## config.mk

```make
export PLATFORM = sky130hd
export DESIGN_NAME = rsac_device_flat
export DESIGN_NICKNAME = d
export VERILOG_FILES = /design/src/include/rsac_pkg.sv /design/src/include/rsac_link_if.sv /design/src/hdl/rsac_device.sv /design/src/flat_wrapper.sv
export VERILOG_INCLUDE_DIRS = /design/src /design/src/include
export SDC_FILE = /design/constraint.sdc
export NUM_CORES = 1
export LEC_CHECK = 0
export BUFFER_PORTS_ARGS = -buffer_cell sky130_fd_sc_hd__buf_2
export CAP_MARGIN = 20
export CORE_AREA = 4 4 152 154
export DETAILED_ROUTE_END_ITERATION = 8
export DIE_AREA = 0 0 156 158
export HOLD_SLACK_MARGIN = 0.15
export SYNTH_ARGS = -nofsm -noshare
export SYNTH_HDL_FRONTEND = slang
export SYNTH_SLANG_ARGS = --single-unit
```

## constraint.sdc

```tcl
create_clock -name clock -period 2.3 [get_ports clock]
set_clock_uncertainty 0.05 [all_clocks]
set_input_delay 0.345 -clock clock [delete_from_list [all_inputs] [get_ports clock]]
set_output_delay 0.345 -clock clock [all_outputs]
set_load 0.01 [all_outputs]
```

## src/include/rsac_params.svh

```systemverilog
/*
 * Constants for the resolver setup and alignment command path: command codes,
 * status bit positions and reset values.
 * Assumes it is included by bare name from files that use the rsac_ prefix.
 */
`ifndef RSAC_PARAMS_SVH
`define RSAC_PARAMS_SVH

// Block geometry
`define RSAC_NWORDS 10
`define RSAC_XMIT_BIT 15

// Command words
`define RSAC_CMD_SAVE_EXIT 16'h800E
`define RSAC_CMD_EXIT 16'h800F
`define RSAC_CMD_ALIGN_ENTER 16'h9000
`define RSAC_ALIGN_PASSWORD 16'h1298
`define RSAC_CMD_ALIGN_XDCR 16'h9001
`define RSAC_CMD_SETUP_ENTER 16'hA000
`define RSAC_CMD_FAULT_CLR 16'hA100
`define RSAC_CMD_PROG_CH1 16'hB011
`define RSAC_CMD_PROG_CH2 16'hB021
`define RSAC_CMD_PROG_BOTH 16'hB031
`define RSAC_CMD_PROG_NATIVE 16'hB002
`define RSAC_CMD_PROG_FOREIGN 16'hB004

// Setup word fields
`define RSAC_SW_DIR 0
`define RSAC_SW_LATCH 1
`define RSAC_SW_GEAR 8
`define RSAC_SW_RESET 16'h0000

// Module status word fields
`define RSAC_MS_ACK 15
`define RSAC_MS_ALIGN 13
`define RSAC_MS_INIT 12
`define RSAC_ERR_NONE 4'h0
`define RSAC_ERR_CMD 4'h1

// Channel status word fields
`define RSAC_CS_FAULT 15
`define RSAC_CS_ALIGNED 14

// Alignment resolution: 1024 counts per turn
`define RSAC_ALIGN_BITS 10

// Host register map (APB byte addresses)
`define RSAC_OUT_BASE 8'h00
`define RSAC_IN_BASE 8'h40

`endif

```

## src/include/rsac_pkg.sv

```systemverilog
/*
 * Types shared by both ends of the resolver command link.
 * Assumes rsac_params.svh is available on the include path.
 */
`default_nettype none
package rsac_pkg;
    // One 16-bit network word
    typedef logic [15:0] rsac_word_t;
    // Operating modes, Gray along setup -> measurement -> alignment
    typedef enum logic [1:0] {
        RSAC_MODE_SETUP = 2'h0,
        RSAC_MODE_MEAS = 2'h1,
        RSAC_MODE_ALIGN = 2'h3
    } rsac_mode_e;
    // Transducer configuration held with the setup data
    typedef enum logic [1:0] {
        RSAC_CFG_SINGLE = 2'h0,
        RSAC_CFG_NATIVE = 2'h1,
        RSAC_CFG_FOREIGN = 2'h2
    } rsac_cfg_e;
endpackage
`default_nettype wire

```

## src/include/rsac_link_if.sv

```systemverilog
/*
 * Network link between host controller and resolver module: ten output words
 * from the host, ten input words from the module.
 * Assumes both ends run on the same clock; the bench joins them.
 */
`default_nettype none
interface rsac_link_if;
    rsac_pkg::rsac_word_t out_w [10]; // Host to module, word 0 is the command
    rsac_pkg::rsac_word_t in_w [10];  // Module to host, word 0 is module status
    modport host (output out_w, input in_w);
    modport dev (input out_w, output in_w);
endinterface
`default_nettype wire

```

## src/hdl/rsac_device.sv

```systemverilog
/*
 * Module end: command interpreter for the two-channel resolver interface.
 * Decodes setup words, leaves setup by save or discard, enters alignment
 * mode and builds the ten-word input block.
 * Assumes the host end and the resolver front end share this clock.
 */
// The implementer's own choices: the APB interface to the registers and the address map.
`include "rsac_params.svh"
`default_nettype none
module rsac_device (
    input wire logic clock,
    input wire logic rst_n,
    rsac_link_if.dev link,
    input wire logic [15:0] angle_ch1,
    input wire logic [15:0] angle_ch2,
    input wire logic [1:0] pos_ok,
    input wire logic [31:0] turns_pos,
    output logic [1:0] dir_ccw,
    output logic vernier,
    output logic [1:0] fault,
    output logic [1:0] mode_state,
    output logic nv_write
);
    // True when words lo..9 of the output block are zero
    function automatic logic rest_zero(input rsac_pkg::rsac_word_t w [10], input int lo);
        logic z;
        z = 1'b1;
        for (int i = 1; i < `RSAC_NWORDS; i++) begin
            if (i >= lo && w[i] != 16'h0000) begin
                z = 1'b0;
            end
        end
        return z;
    endfunction

    // Alignment position at fixed resolution, turned for count direction
    function automatic logic [15:0] align_pos(input logic [15:0] a, input logic ccw);
        logic [9:0] p;
        p = a[15:16-`RSAC_ALIGN_BITS];
        if (ccw) begin
            p = 10'h000 - p;
        end
        return {6'h00, p};
    endfunction

    rsac_pkg::rsac_word_t cmd;           // Command word
    logic xmit;                           // Transmit flag
    logic xmit_q;                         // Transmit flag one cycle ago
    logic take;                           // Command accepted this cycle
    rsac_pkg::rsac_mode_e mode;           // Current operating mode
    rsac_pkg::rsac_mode_e next_mode;      // Mode after this command
    rsac_pkg::rsac_cfg_e cfg_live;        // Saved configuration in force
    rsac_pkg::rsac_cfg_e cfg_pend;        // Configuration written in setup
    rsac_pkg::rsac_word_t sw_live [2];    // Saved setup words in force
    rsac_pkg::rsac_word_t sw_pend [2];    // Setup words written in setup
    logic initialized;                    // Valid saved setup exists
    logic aligned;                        // Align-transducer has succeeded
    logic ack;                            // Acknowledge flag
    logic [3:0] err;                      // Response error code
    logic ok;                             // Command recognised and legal
    logic fclr;                           // Host fault clear accepted
    logic [15:0] ms_word;                 // Module status word

    assign cmd = link.out_w[0];
    assign xmit = cmd[`RSAC_XMIT_BIT];
    assign take = xmit & ~xmit_q;         // Only a 0 to 1 edge counts
    assign fclr = take & (cmd == `RSAC_CMD_FAULT_CLR) & rest_zero(link.out_w, 1);

    // Edge detector on the transmit flag; link is on this clock already
    always_ff @(posedge clock or negedge rst_n) begin
        if (!rst_n) begin
            xmit_q <= 1'b0;
        end else begin
            xmit_q <= xmit;
        end
    end

    // Command decode: picks the next mode and whether the command is legal
    always_comb begin
        next_mode = mode;
        ok = 1'b0;
        unique case (cmd)
            `RSAC_CMD_SAVE_EXIT: begin
                ok = (mode != rsac_pkg::RSAC_MODE_MEAS) & rest_zero(link.out_w, 1);
                if (mode == rsac_pkg::RSAC_MODE_SETUP) begin
                    // Foreign dual pairs must be aligned next
                    next_mode = (cfg_pend == rsac_pkg::RSAC_CFG_FOREIGN) ?
                        rsac_pkg::RSAC_MODE_ALIGN : rsac_pkg::RSAC_MODE_MEAS;
                end else begin
                    next_mode = rsac_pkg::RSAC_MODE_MEAS;
                end
            end
            `RSAC_CMD_EXIT: begin
                ok = (mode != rsac_pkg::RSAC_MODE_MEAS) & rest_zero(link.out_w, 1);
                next_mode = rsac_pkg::RSAC_MODE_MEAS;
            end
            `RSAC_CMD_ALIGN_ENTER: begin
                // Password, zero tail and valid saved setup all needed
                ok = (link.out_w[1] == `RSAC_ALIGN_PASSWORD) & rest_zero(link.out_w, 2) & initialized;
                next_mode = rsac_pkg::RSAC_MODE_ALIGN;
            end
            `RSAC_CMD_ALIGN_XDCR: begin
                // Single resolvers or a faulted channel cannot be aligned
                ok = (mode == rsac_pkg::RSAC_MODE_ALIGN) & (cfg_live != rsac_pkg::RSAC_CFG_SINGLE) &
                     (fault == 2'h0) & rest_zero(link.out_w, 1);
            end
            `RSAC_CMD_SETUP_ENTER: begin
                ok = rest_zero(link.out_w, 1);
                next_mode = rsac_pkg::RSAC_MODE_SETUP;
            end
            `RSAC_CMD_FAULT_CLR: begin
                ok = rest_zero(link.out_w, 1);
            end
            `RSAC_CMD_PROG_CH1, `RSAC_CMD_PROG_CH2, `RSAC_CMD_PROG_BOTH,
            `RSAC_CMD_PROG_NATIVE, `RSAC_CMD_PROG_FOREIGN: begin
                ok = (mode == rsac_pkg::RSAC_MODE_SETUP);
            end
            default: begin
                ok = 1'b0; // Unknown word: error, mode unchanged
            end
        endcase
        if (!ok) begin
            next_mode = mode;
        end
    end

    // Mode register and alignment state
    always_ff @(posedge clock or negedge rst_n) begin
        if (!rst_n) begin
            mode <= rsac_pkg::RSAC_MODE_SETUP;
            aligned <= 1'b0;
        end else if (take & ok) begin
            mode <= next_mode;
            if (cmd == `RSAC_CMD_ALIGN_XDCR) begin
                aligned <= 1'b1;
            end else if (cmd == `RSAC_CMD_ALIGN_ENTER) begin
                aligned <= 1'b0;
            end
        end
    end

    // Acknowledge and error code; set on accepted edge, ack cleared on transmit low, error code held
    always_ff @(posedge clock or negedge rst_n) begin
        if (!rst_n) begin
            ack <= 1'b0;
            err <= `RSAC_ERR_NONE;
        end else if (take) begin
            ack <= 1'b1;
            err <= ok ? `RSAC_ERR_NONE : `RSAC_ERR_CMD;
        end else if (!xmit) begin
            ack <= 1'b0;
        end
    end

    // Pending setup data: written in setup, dropped on discard
    always_ff @(posedge clock or negedge rst_n) begin
        if (!rst_n) begin
            sw_pend[0] <= `RSAC_SW_RESET;
            sw_pend[1] <= `RSAC_SW_RESET;
            cfg_pend <= rsac_pkg::RSAC_CFG_SINGLE;
        end else if (take & ok & (mode == rsac_pkg::RSAC_MODE_SETUP)) begin
            unique case (cmd)
                `RSAC_CMD_PROG_CH1: begin
                    sw_pend[0] <= link.out_w[1];
                    cfg_pend <= rsac_pkg::RSAC_CFG_SINGLE;
                end
                `RSAC_CMD_PROG_CH2: begin
                    sw_pend[1] <= link.out_w[5];
                    cfg_pend <= rsac_pkg::RSAC_CFG_SINGLE;
                end
                `RSAC_CMD_PROG_BOTH: begin
                    sw_pend[0] <= link.out_w[1];
                    sw_pend[1] <= link.out_w[5];
                    cfg_pend <= rsac_pkg::RSAC_CFG_SINGLE;
                end
                `RSAC_CMD_PROG_NATIVE, `RSAC_CMD_PROG_FOREIGN: begin
                    // One setup word governs both resolvers of a dual pair
                    sw_pend[0] <= link.out_w[1];
                    sw_pend[1] <= link.out_w[1];
                    cfg_pend <= (cmd == `RSAC_CMD_PROG_FOREIGN) ?
                        rsac_pkg::RSAC_CFG_FOREIGN : rsac_pkg::RSAC_CFG_NATIVE;
                end
                `RSAC_CMD_EXIT: begin
                    sw_pend <= sw_live;
                    cfg_pend <= cfg_live;
                end
                default: begin
                end
            endcase
        end
    end

    // Saved setup: only a save-and-exit copies pending into force
    // A reset empties it, standing in for loss of unsaved edits
    always_ff @(posedge clock or negedge rst_n) begin
        if (!rst_n) begin
            sw_live[0] <= `RSAC_SW_RESET;
            sw_live[1] <= `RSAC_SW_RESET;
            cfg_live <= rsac_pkg::RSAC_CFG_SINGLE;
            initialized <= 1'b0;
            nv_write <= 1'b0;
        end else begin
            nv_write <= 1'b0;
            if (take & ok & (cmd == `RSAC_CMD_SAVE_EXIT) & (mode == rsac_pkg::RSAC_MODE_SETUP)) begin
                sw_live <= sw_pend;
                cfg_live <= cfg_pend;
                initialized <= 1'b1;
                nv_write <= 1'b1;
            end
        end
    end

    // Decoded controls from the saved setup words, and the mode copied to mode_state
    always_ff @(posedge clock or negedge rst_n) begin
        if (!rst_n) begin
            dir_ccw <= 2'h0;
            vernier <= 1'b0;
            mode_state <= 2'h0;
        end else begin
            dir_ccw <= {sw_live[1][`RSAC_SW_DIR], sw_live[0][`RSAC_SW_DIR]};
            // Gearing only matters for a foreign dual pair
            vernier <= (cfg_live == rsac_pkg::RSAC_CFG_FOREIGN) & sw_live[0][`RSAC_SW_GEAR];
            mode_state <= mode;
        end
    end

    // Transducer fault flags, per channel; a new fault wins over a clear
    always_ff @(posedge clock or negedge rst_n) begin
        if (!rst_n) begin
            fault <= 2'h0;
        end else begin
            for (int c = 0; c < 2; c++) begin
                if (!pos_ok[c]) begin
                    fault[c] <= 1'b1;
                end else if (mode == rsac_pkg::RSAC_MODE_ALIGN) begin
                    fault[c] <= 1'b0;
                end else if (!sw_live[c][`RSAC_SW_LATCH]) begin
                    fault[c] <= 1'b0;
                end else if (fclr) begin
                    fault[c] <= 1'b0;
                end
            end
        end
    end

    assign ms_word = {ack, 1'b0, (mode == rsac_pkg::RSAC_MODE_ALIGN), initialized, 8'h00, err};

    // Input block, registered
    always_ff @(posedge clock or negedge rst_n) begin
        if (!rst_n) begin
            for (int i = 0; i < `RSAC_NWORDS; i++) begin
                link.in_w[i] <= 16'h0000;
            end
        end else begin
            for (int i = 0; i < `RSAC_NWORDS; i++) begin
                link.in_w[i] <= 16'h0000;
            end
            link.in_w[0] <= ms_word;
            link.in_w[1] <= {fault[0], aligned, 14'h0000};
            link.in_w[5] <= {fault[1], aligned, 14'h0000};
            if (mode == rsac_pkg::RSAC_MODE_ALIGN) begin
                if (aligned) begin
                    link.in_w[2] <= turns_pos[15:0];
                    link.in_w[3] <= turns_pos[31:16];
                end else begin
                    link.in_w[3] <= align_pos(angle_ch1, dir_ccw[0]);
                    link.in_w[7] <= align_pos(angle_ch2, dir_ccw[1]);
                end
            end
        end
    end
endmodule
`default_nettype wire

```

## src/flat_wrapper.sv

```systemverilog
// flat-port wrapper written by rule: the top's interface ports become plain ports
module rsac_device_flat 
  (clock, rst_n, angle_ch1, angle_ch2, pos_ok, turns_pos, dir_ccw, vernier, fault, mode_state, nv_write, link_out_w, link_in_w);
  rsac_link_if link_i ();
  input wire logic clock;
  input wire logic rst_n;
  input wire logic [15:0] angle_ch1;
  input wire logic [15:0] angle_ch2;
  input wire logic [1:0] pos_ok;
  input wire logic [31:0] turns_pos;
  output logic [1:0] dir_ccw;
  output logic vernier;
  output logic [1:0] fault;
  output logic [1:0] mode_state;
  output logic nv_write;
  input wire logic [$bits(link_i.out_w)-1:0] link_out_w;
  output wire logic [$bits(link_i.in_w)-1:0] link_in_w;
  assign link_i.out_w = {>>{link_out_w}};
  assign link_in_w = {>>{link_i.in_w}};
  rsac_device u_core (.clock(clock), .rst_n(rst_n), .link(link_i), .angle_ch1(angle_ch1), .angle_ch2(angle_ch2), .pos_ok(pos_ok), .turns_pos(turns_pos), .dir_ccw(dir_ccw), .vernier(vernier), .fault(fault), .mode_state(mode_state), .nv_write(nv_write));
endmodule
```

; Word-level counts from Yosys, hierarchy flattened
; Index checks and enable logic that the tools add are counted.
[word_totals]
register_bits = 145
inputBits = 228
output_inout_bits = 168
elab_cells = 138
[classes]
n_addsub = 2
eq_ne = 19
muxes = 49
bitwise = 16
n_reduce_logical = 28
[op_table]
columns = operator, n
row1 = $eq 16x16->1 const B, 11
row2 = $reduce_bool 16->1, 9
row3 = $mux 16, 3
row4 = $pmux 16 s3, 1
row5 = $mux 1, 34
row6 = $mux 32, 1
row7 = $pmux 16 s2, 1
row8 = $mux 10, 3
row9 = $sub 1x10->10 const A, 2
row10 = $eq 16x13->1 const B, 1
row11 = $and 1x1->1, 15
row12 = $ne 4x4->1 const B, 2
row13 = $pmux 2 s4, 1
row14 = $reduce_and 2->1, 4
row15 = $eq 2x2->1 const B, 3
row16 = $mux 2, 3
row17 = $pmux 1 s6, 1
row18 = $pmux 2 s3, 1
row19 = $reduce_bool 2->1, 3
row20 = $reduce_bool 3->1, 2
row21 = $reduce_or 2->1, 3
row22 = $reduce_or 5->1, 1
row23 = $logic_not 2->1, 2
row24 = $ne 2x1->1 const B, 2
row25 = 5 further kinds, 5

; Logic depth before layout (Yosys ltp)
[logic_depth]
word_depth = 17
mapped_depth = 8
ltp_nobuf = 8

; Worst setup path after synthesis
; No wires, ideal clock.
[synth_timing]
path_type = in2reg
startpoint = in link_out_w[153]
endpoint = reg u_core.cfg_live[0]
t_arrival_ns = 2.365
t_required_ns = 2.125
path_slack_ns = -0.240
stages = 7
path_buffers = 0
cell_sequence = nor4_4 -> nand4_4 -> nor4_4 -> a21oi_1 -> o21ai_1 -> nor4b_4 -> mux2_4
[synth_via]
elab_chain_cells = 6
elab_cells_between_ends = 17
[synth_rtl]
columns = element, line
row1 = "start, declared", flat_wrapper.sv:16  ; input wire logic [$bits(link_i.out_w)-1:0] link_out_w;
row2 = $eq 16x16->1, rsac_device.sv:82  ; unique case (cmd)
row3 = $reduce_or 5->1 or $reduce_or 2->1 (tied branches), -
row4 = $pmux 1 s6, rsac_device.sv:82
row5 = $and 1x1->1, rsac_device.sv:204  ; if (take & ok & (cmd == `RSAC_CMD_SAVE_EXIT) & (mode == rsac_pkg::RSAC_MODE_SETUP)) begin
row6 = $and 1x1->1 * (2 in a row), rsac_device.sv:204
row7 = "end signal, assigned", rsac_device.sv:199  ; cfg_live <= rsac_pkg::RSAC_CFG_SINGLE;
row8 = "end signal, assigned", rsac_device.sv:206  ; cfg_live <= cfg_pend;
row9 = "end, declared", rsac_device.sv:52  ; rsac_pkg::rsac_cfg_e cfg_live;
; Every way passes the cells marked *; elsewhere a longest branch is shown, timed or not.
; A chain may end at the register's enable or synchronous reset.

; Worst setup path in the final report
[layout_timing]
startpoint = in link_out_w[146]
endpoint = reg u_core.cfg_live[1]
; Same word-level chain as after synthesis.

==> impl_metrics.csv <==
group,metric,value,unit
drt,drt_iter0_drc,164,
drt,routed_wl,16900,um
drt,via_per_inst,4.06,
power,power_switching,845,uW
clocking,clock_latency,0.33,ns
timing,hold_slack,0.170,ns
hold_path,hold_path.class,"in2reg",
logic_synthesis,synth-edff-count,0,
logic_synthesis,synth_flop_cell,"dfrtp_1",
logic_synthesis,synth.yosys.warnings,0,
run_status,status,"finished, violations left",
power,ir_worst_vdd,0.321,mV
global_routing,grt_pass1_vias,4526,
timing,hold_viol,0,
floorplanning,start_util,22.1,%
floorplanning,die_x,156,um
power,p_sw_share,25.4,%
run_status,violations,"setup timing",
clocking,clk_pin_slew,0.06,ns
place,dp_cells,1114,
critical_path,reg2reg_depth,10,
global_routing,grt_max_degree,48,
critical_path,startpoint_type,"input port",
place,dpl.hpwl,14500,um
power,p_comb_share,15.1,%
timing,period_share,101,%
logic_synthesis,muxShareOfSynthArea,4.88,%
flow_run,maxCapViolations,0,
critical_path,critPathCapture,"u_core.cfg_live[1]",
timing,worst_pin_slew,0.590,ns
hold_path,min_path_cells,2,
logic_synthesis,syn_inst,511,
logic_synthesis,synth-compound-area-share,6.97,%
cells_and_area,drive_above_1_share,47.0,%
timing,slew_viol_final,0,
cells_and_area,synthToLayoutAreaGrowth,50.7,%
drt,route.detailed.drc,0,
timing,worst_slew_margin_rel,60.6,%
logic_synthesis,synth-simple-area-share,24.7,%
cells_and_area,final_nets,1085,
critical_path,cp.required,2.47,ns
global_routing,grt_first_pass_wirelength,24100,um
floorplanning,core_area,21700,sq um
floorplanning,core.rowCount,54,
critical_path,r2r-end,"u_core.cfg_live[1]",
logic_synthesis,synthAdderAreaFrac,0.522,%
logic_synthesis,ys_seq_area_share,40.7,%
logic_synthesis,synthArstFlopShare,100,%
clocking,cts_sinks,78,
power,p_clk_share,43.2,%
floorplanning,ios,396,
critical_path,reg2reg_setup_slack,-0.01,ns
cells_and_area,fill_cells,2281,
drt,ant_nets,0,
power,p_seq_share,41.7,%
drt,first_pass_iters,4,
clocking,htree_num_levels,3,
power,p_leak,3.77,nW
drt,avgRoutedWirePerCell,14.8,um
logic_synthesis,syn_area,4800,sq um
critical_path,crit_path_max_fanout,4,
place,gp_congestion,0.905,
critical_path,critPathKind,"in2reg",
clocking,cts_tree,"done",
cells_and_area,final_cell_count_no_fill,1142,
logic_synthesis,synthXorXnorAreaFrac,2.92,%
logic_synthesis,synth_area_per_cell,9.39,sq um
critical_path,end_kind,"register",
critical_path,r2r-start,"u_core.fault[1]",
logic_synthesis,ys_types,53,
place,port_buffers,273,
timing,rsz0062_at_grt,"true",
drt,dr_total_vias,4632,
power,p_int,2.48,mW
global_routing,grt_util_all_layers,12.6,%
floorplanning,die_h,158,um
global_routing,antenna_found_initial,5,
timing,fin_ws,-0.0187,ns
floorplanning,die-area,24600,sq um
critical_path,cp.arrival,2.49,ns
clocking,cts_inserted_buffers,9,
timing,min_period,2.32,ns
clocking,cts_buffer_depth,2,
logic_synthesis,synth_top_family_by_area,"simple AND/OR/NAND/NOR gates",
global_routing,grt_overflow_total,0,
critical_path,crit_start,"link_out_w[146]",
timing,fmax,0.431,GHz
clocking,cts_root_buffer,"clkbuf_16",
power,cellPowerDensity,460,nW/um^2
timing,setup_viol,7,
logic_synthesis,ys_seq_elements,78,
-- worst min path at each step --
| stage | start | end | slack (ns) |
|---|---|---|---|
| after floorplan | rst_n | u_core.ack | -0.0006 |
| after global placement | rst_n | u_core.link.in_w[34] | 0.26 |
| after detailed placement | rst_n | u_core.link.in_w[34] | 0.27 |
| after CTS | turns_pos[12] | u_core.link.in_w[124] | 0.15 |
| after global routing | turns_pos[29] | u_core.link.in_w[109] | 0.15 |
| final | turns_pos[1] | u_core.link.in_w[113] | 0.17 |
-- what timing repair did --
item	4_1_cts	5_1_grt
hold endpoints to repair	35	1
pin swaps	6	14
setup buffers	0	4
setup endpoints to repair	20	16
cloned	0	1
resized for setup	20	18
hold buffers	5	1
-- layout make-up --
type	instances	area [sq um]	area share, %
repair buffers	347	2020	27.9
clock buffers	10	239	3.31
well taps	280	350	4.85
inverters	12	45.0	0.623
multi-input cells	407	2550	35.3
flip-flops and latches	78	1950	27.0
diodes	2	5.00	0.0692
clock inverters	6	68.8	0.952
-- sequential cells by signal, indices dropped and copies added, names as in the netlist, 2 cells and up --
name and flops:
u_core.fault 2, u_core.cfg_pend 2, u_core.sw_pend 5, u_core.mode_state 2, u_core.dir_ccw 2, u_core.mode 2, u_core.cfg_live 2, u_core.link.in_w 49
u_core.sw_live 5
-- cell usage in the layout (no fill, tap or decap), types with 3 or more instances in the layout --
master	n
buf_2	267
conb_1	110
dfrtp_1	78
buf_4	65
nor2_1	44
nand2_1	32
nor4_1	25
and2_1	24
nor3_1	13
nor4_2	13
inv_1	12
nand4_1	12
a21oi_1	11
o21ai_0	10
xor2_1	10
clkbuf_16	10
nand3_1	9
mux2_4	8
o31ai_1	7
xnor2_1	6
nor4_4	6
dlygate4sd3_1	6
buf_6	6
mux2i_1	5
nor2b_1	5
or3_1	3
nand2b_1	3
mux2_1	3
mux2_2	3
-- layer usage --
layer	wire length [um]	share of wire [%]	vias to the layer above	global-route usage (%)
met5	40	0.24	-	0
met4	180	1.1	6	3.25
met3	1510	8.9	21	2.87
met2	8610	51	239	22.7
met1	6600	39	2101	15.2
li1	-	-	2265	-
-- kinds of logic (layout without fill, tap and decap cells) --
kind of cell,Yosys count,after routing
mux,19,19
buf+inv,135,375
compound gates,51,51
simple gates,209,209
xor+xnor,16,16
other cells,1,112
fa+ha+maj,2,2
flops,78,78
-- per-stage QoR --
step                      power (mW)  setup slack, ns  TNS, ns  utilization [%]  area (sq um)
after floorplan                 1.71           -0.153    -1.07                -          5230
after global placement          1.88           -0.612   -11.15             30.3          6580
after detailed placement        1.88           -0.638   -11.83             30.3          6580
after CTS                       3.37          -0.0497   -0.397             32.5          7060
after global routing            3.49           -0.105   -0.807             33.3          7220
final                           3.32          -0.0187   -0.103             33.3          7230
-- power groups by stage --
| stage | sequential, mW | combinational [mW] | clock (mW) |
|---|---|---|---|
| 6_report | 1.39 | 0.502 | 1.44 |
| 5_1_grt | 1.39 | 0.558 | 1.55 |
| 4_1_cts | 1.39 | 0.489 | 1.49 |
| 3_5_place_dp | 1.41 | 0.467 | 0 |
| 3_3_place_gp | 1.41 | 0.464 | 0 |
| 2_1_floorplan | 1.42 | 0.291 | 0 |
-- critical path: stages --
cell	delay, ns
buf_2	0.12
nor4b_4	0.33
or2b_1	0.30
nor4_4	0.37
a21oi_2	0.07
o21ai_1	0.14
nor4b_4	0.21
buf_4	0.18
clkbuf_16	0.14
mux2_4	0.28
-- cells in the mapped netlist (all sizes together) (2+ instances only) --
master,n,area share [%]
buf,111,17
dfrtp,78,41
nor2,44,3.4
nor4,44,6.7
nand2,32,2.5
and2,24,3.1
nor3,16,1.7
mux2,14,3.8
a21oi,13,1.4
nand4,13,2.0
clkbuf,12,0.94
inv,12,0.94
o21ai,12,1.3
nand3,11,1.1
xor2,10,1.8
o31ai,7,1.1
xnor2,6,1.1
mux2i,5,1.0
nor2b,5,0.65
or2,4,0.52
nand2b,3,0.39
or3,3,0.39
a211oi,2,0.31
a22oi,2,0.31
a41oi,2,0.37
ha,2,0.52
nor3b,2,0.31
nor4b,2,0.81
o21a,2,0.31
o32ai,2,0.37
o41ai,2,0.37
(Power assumes the default switching activity.)
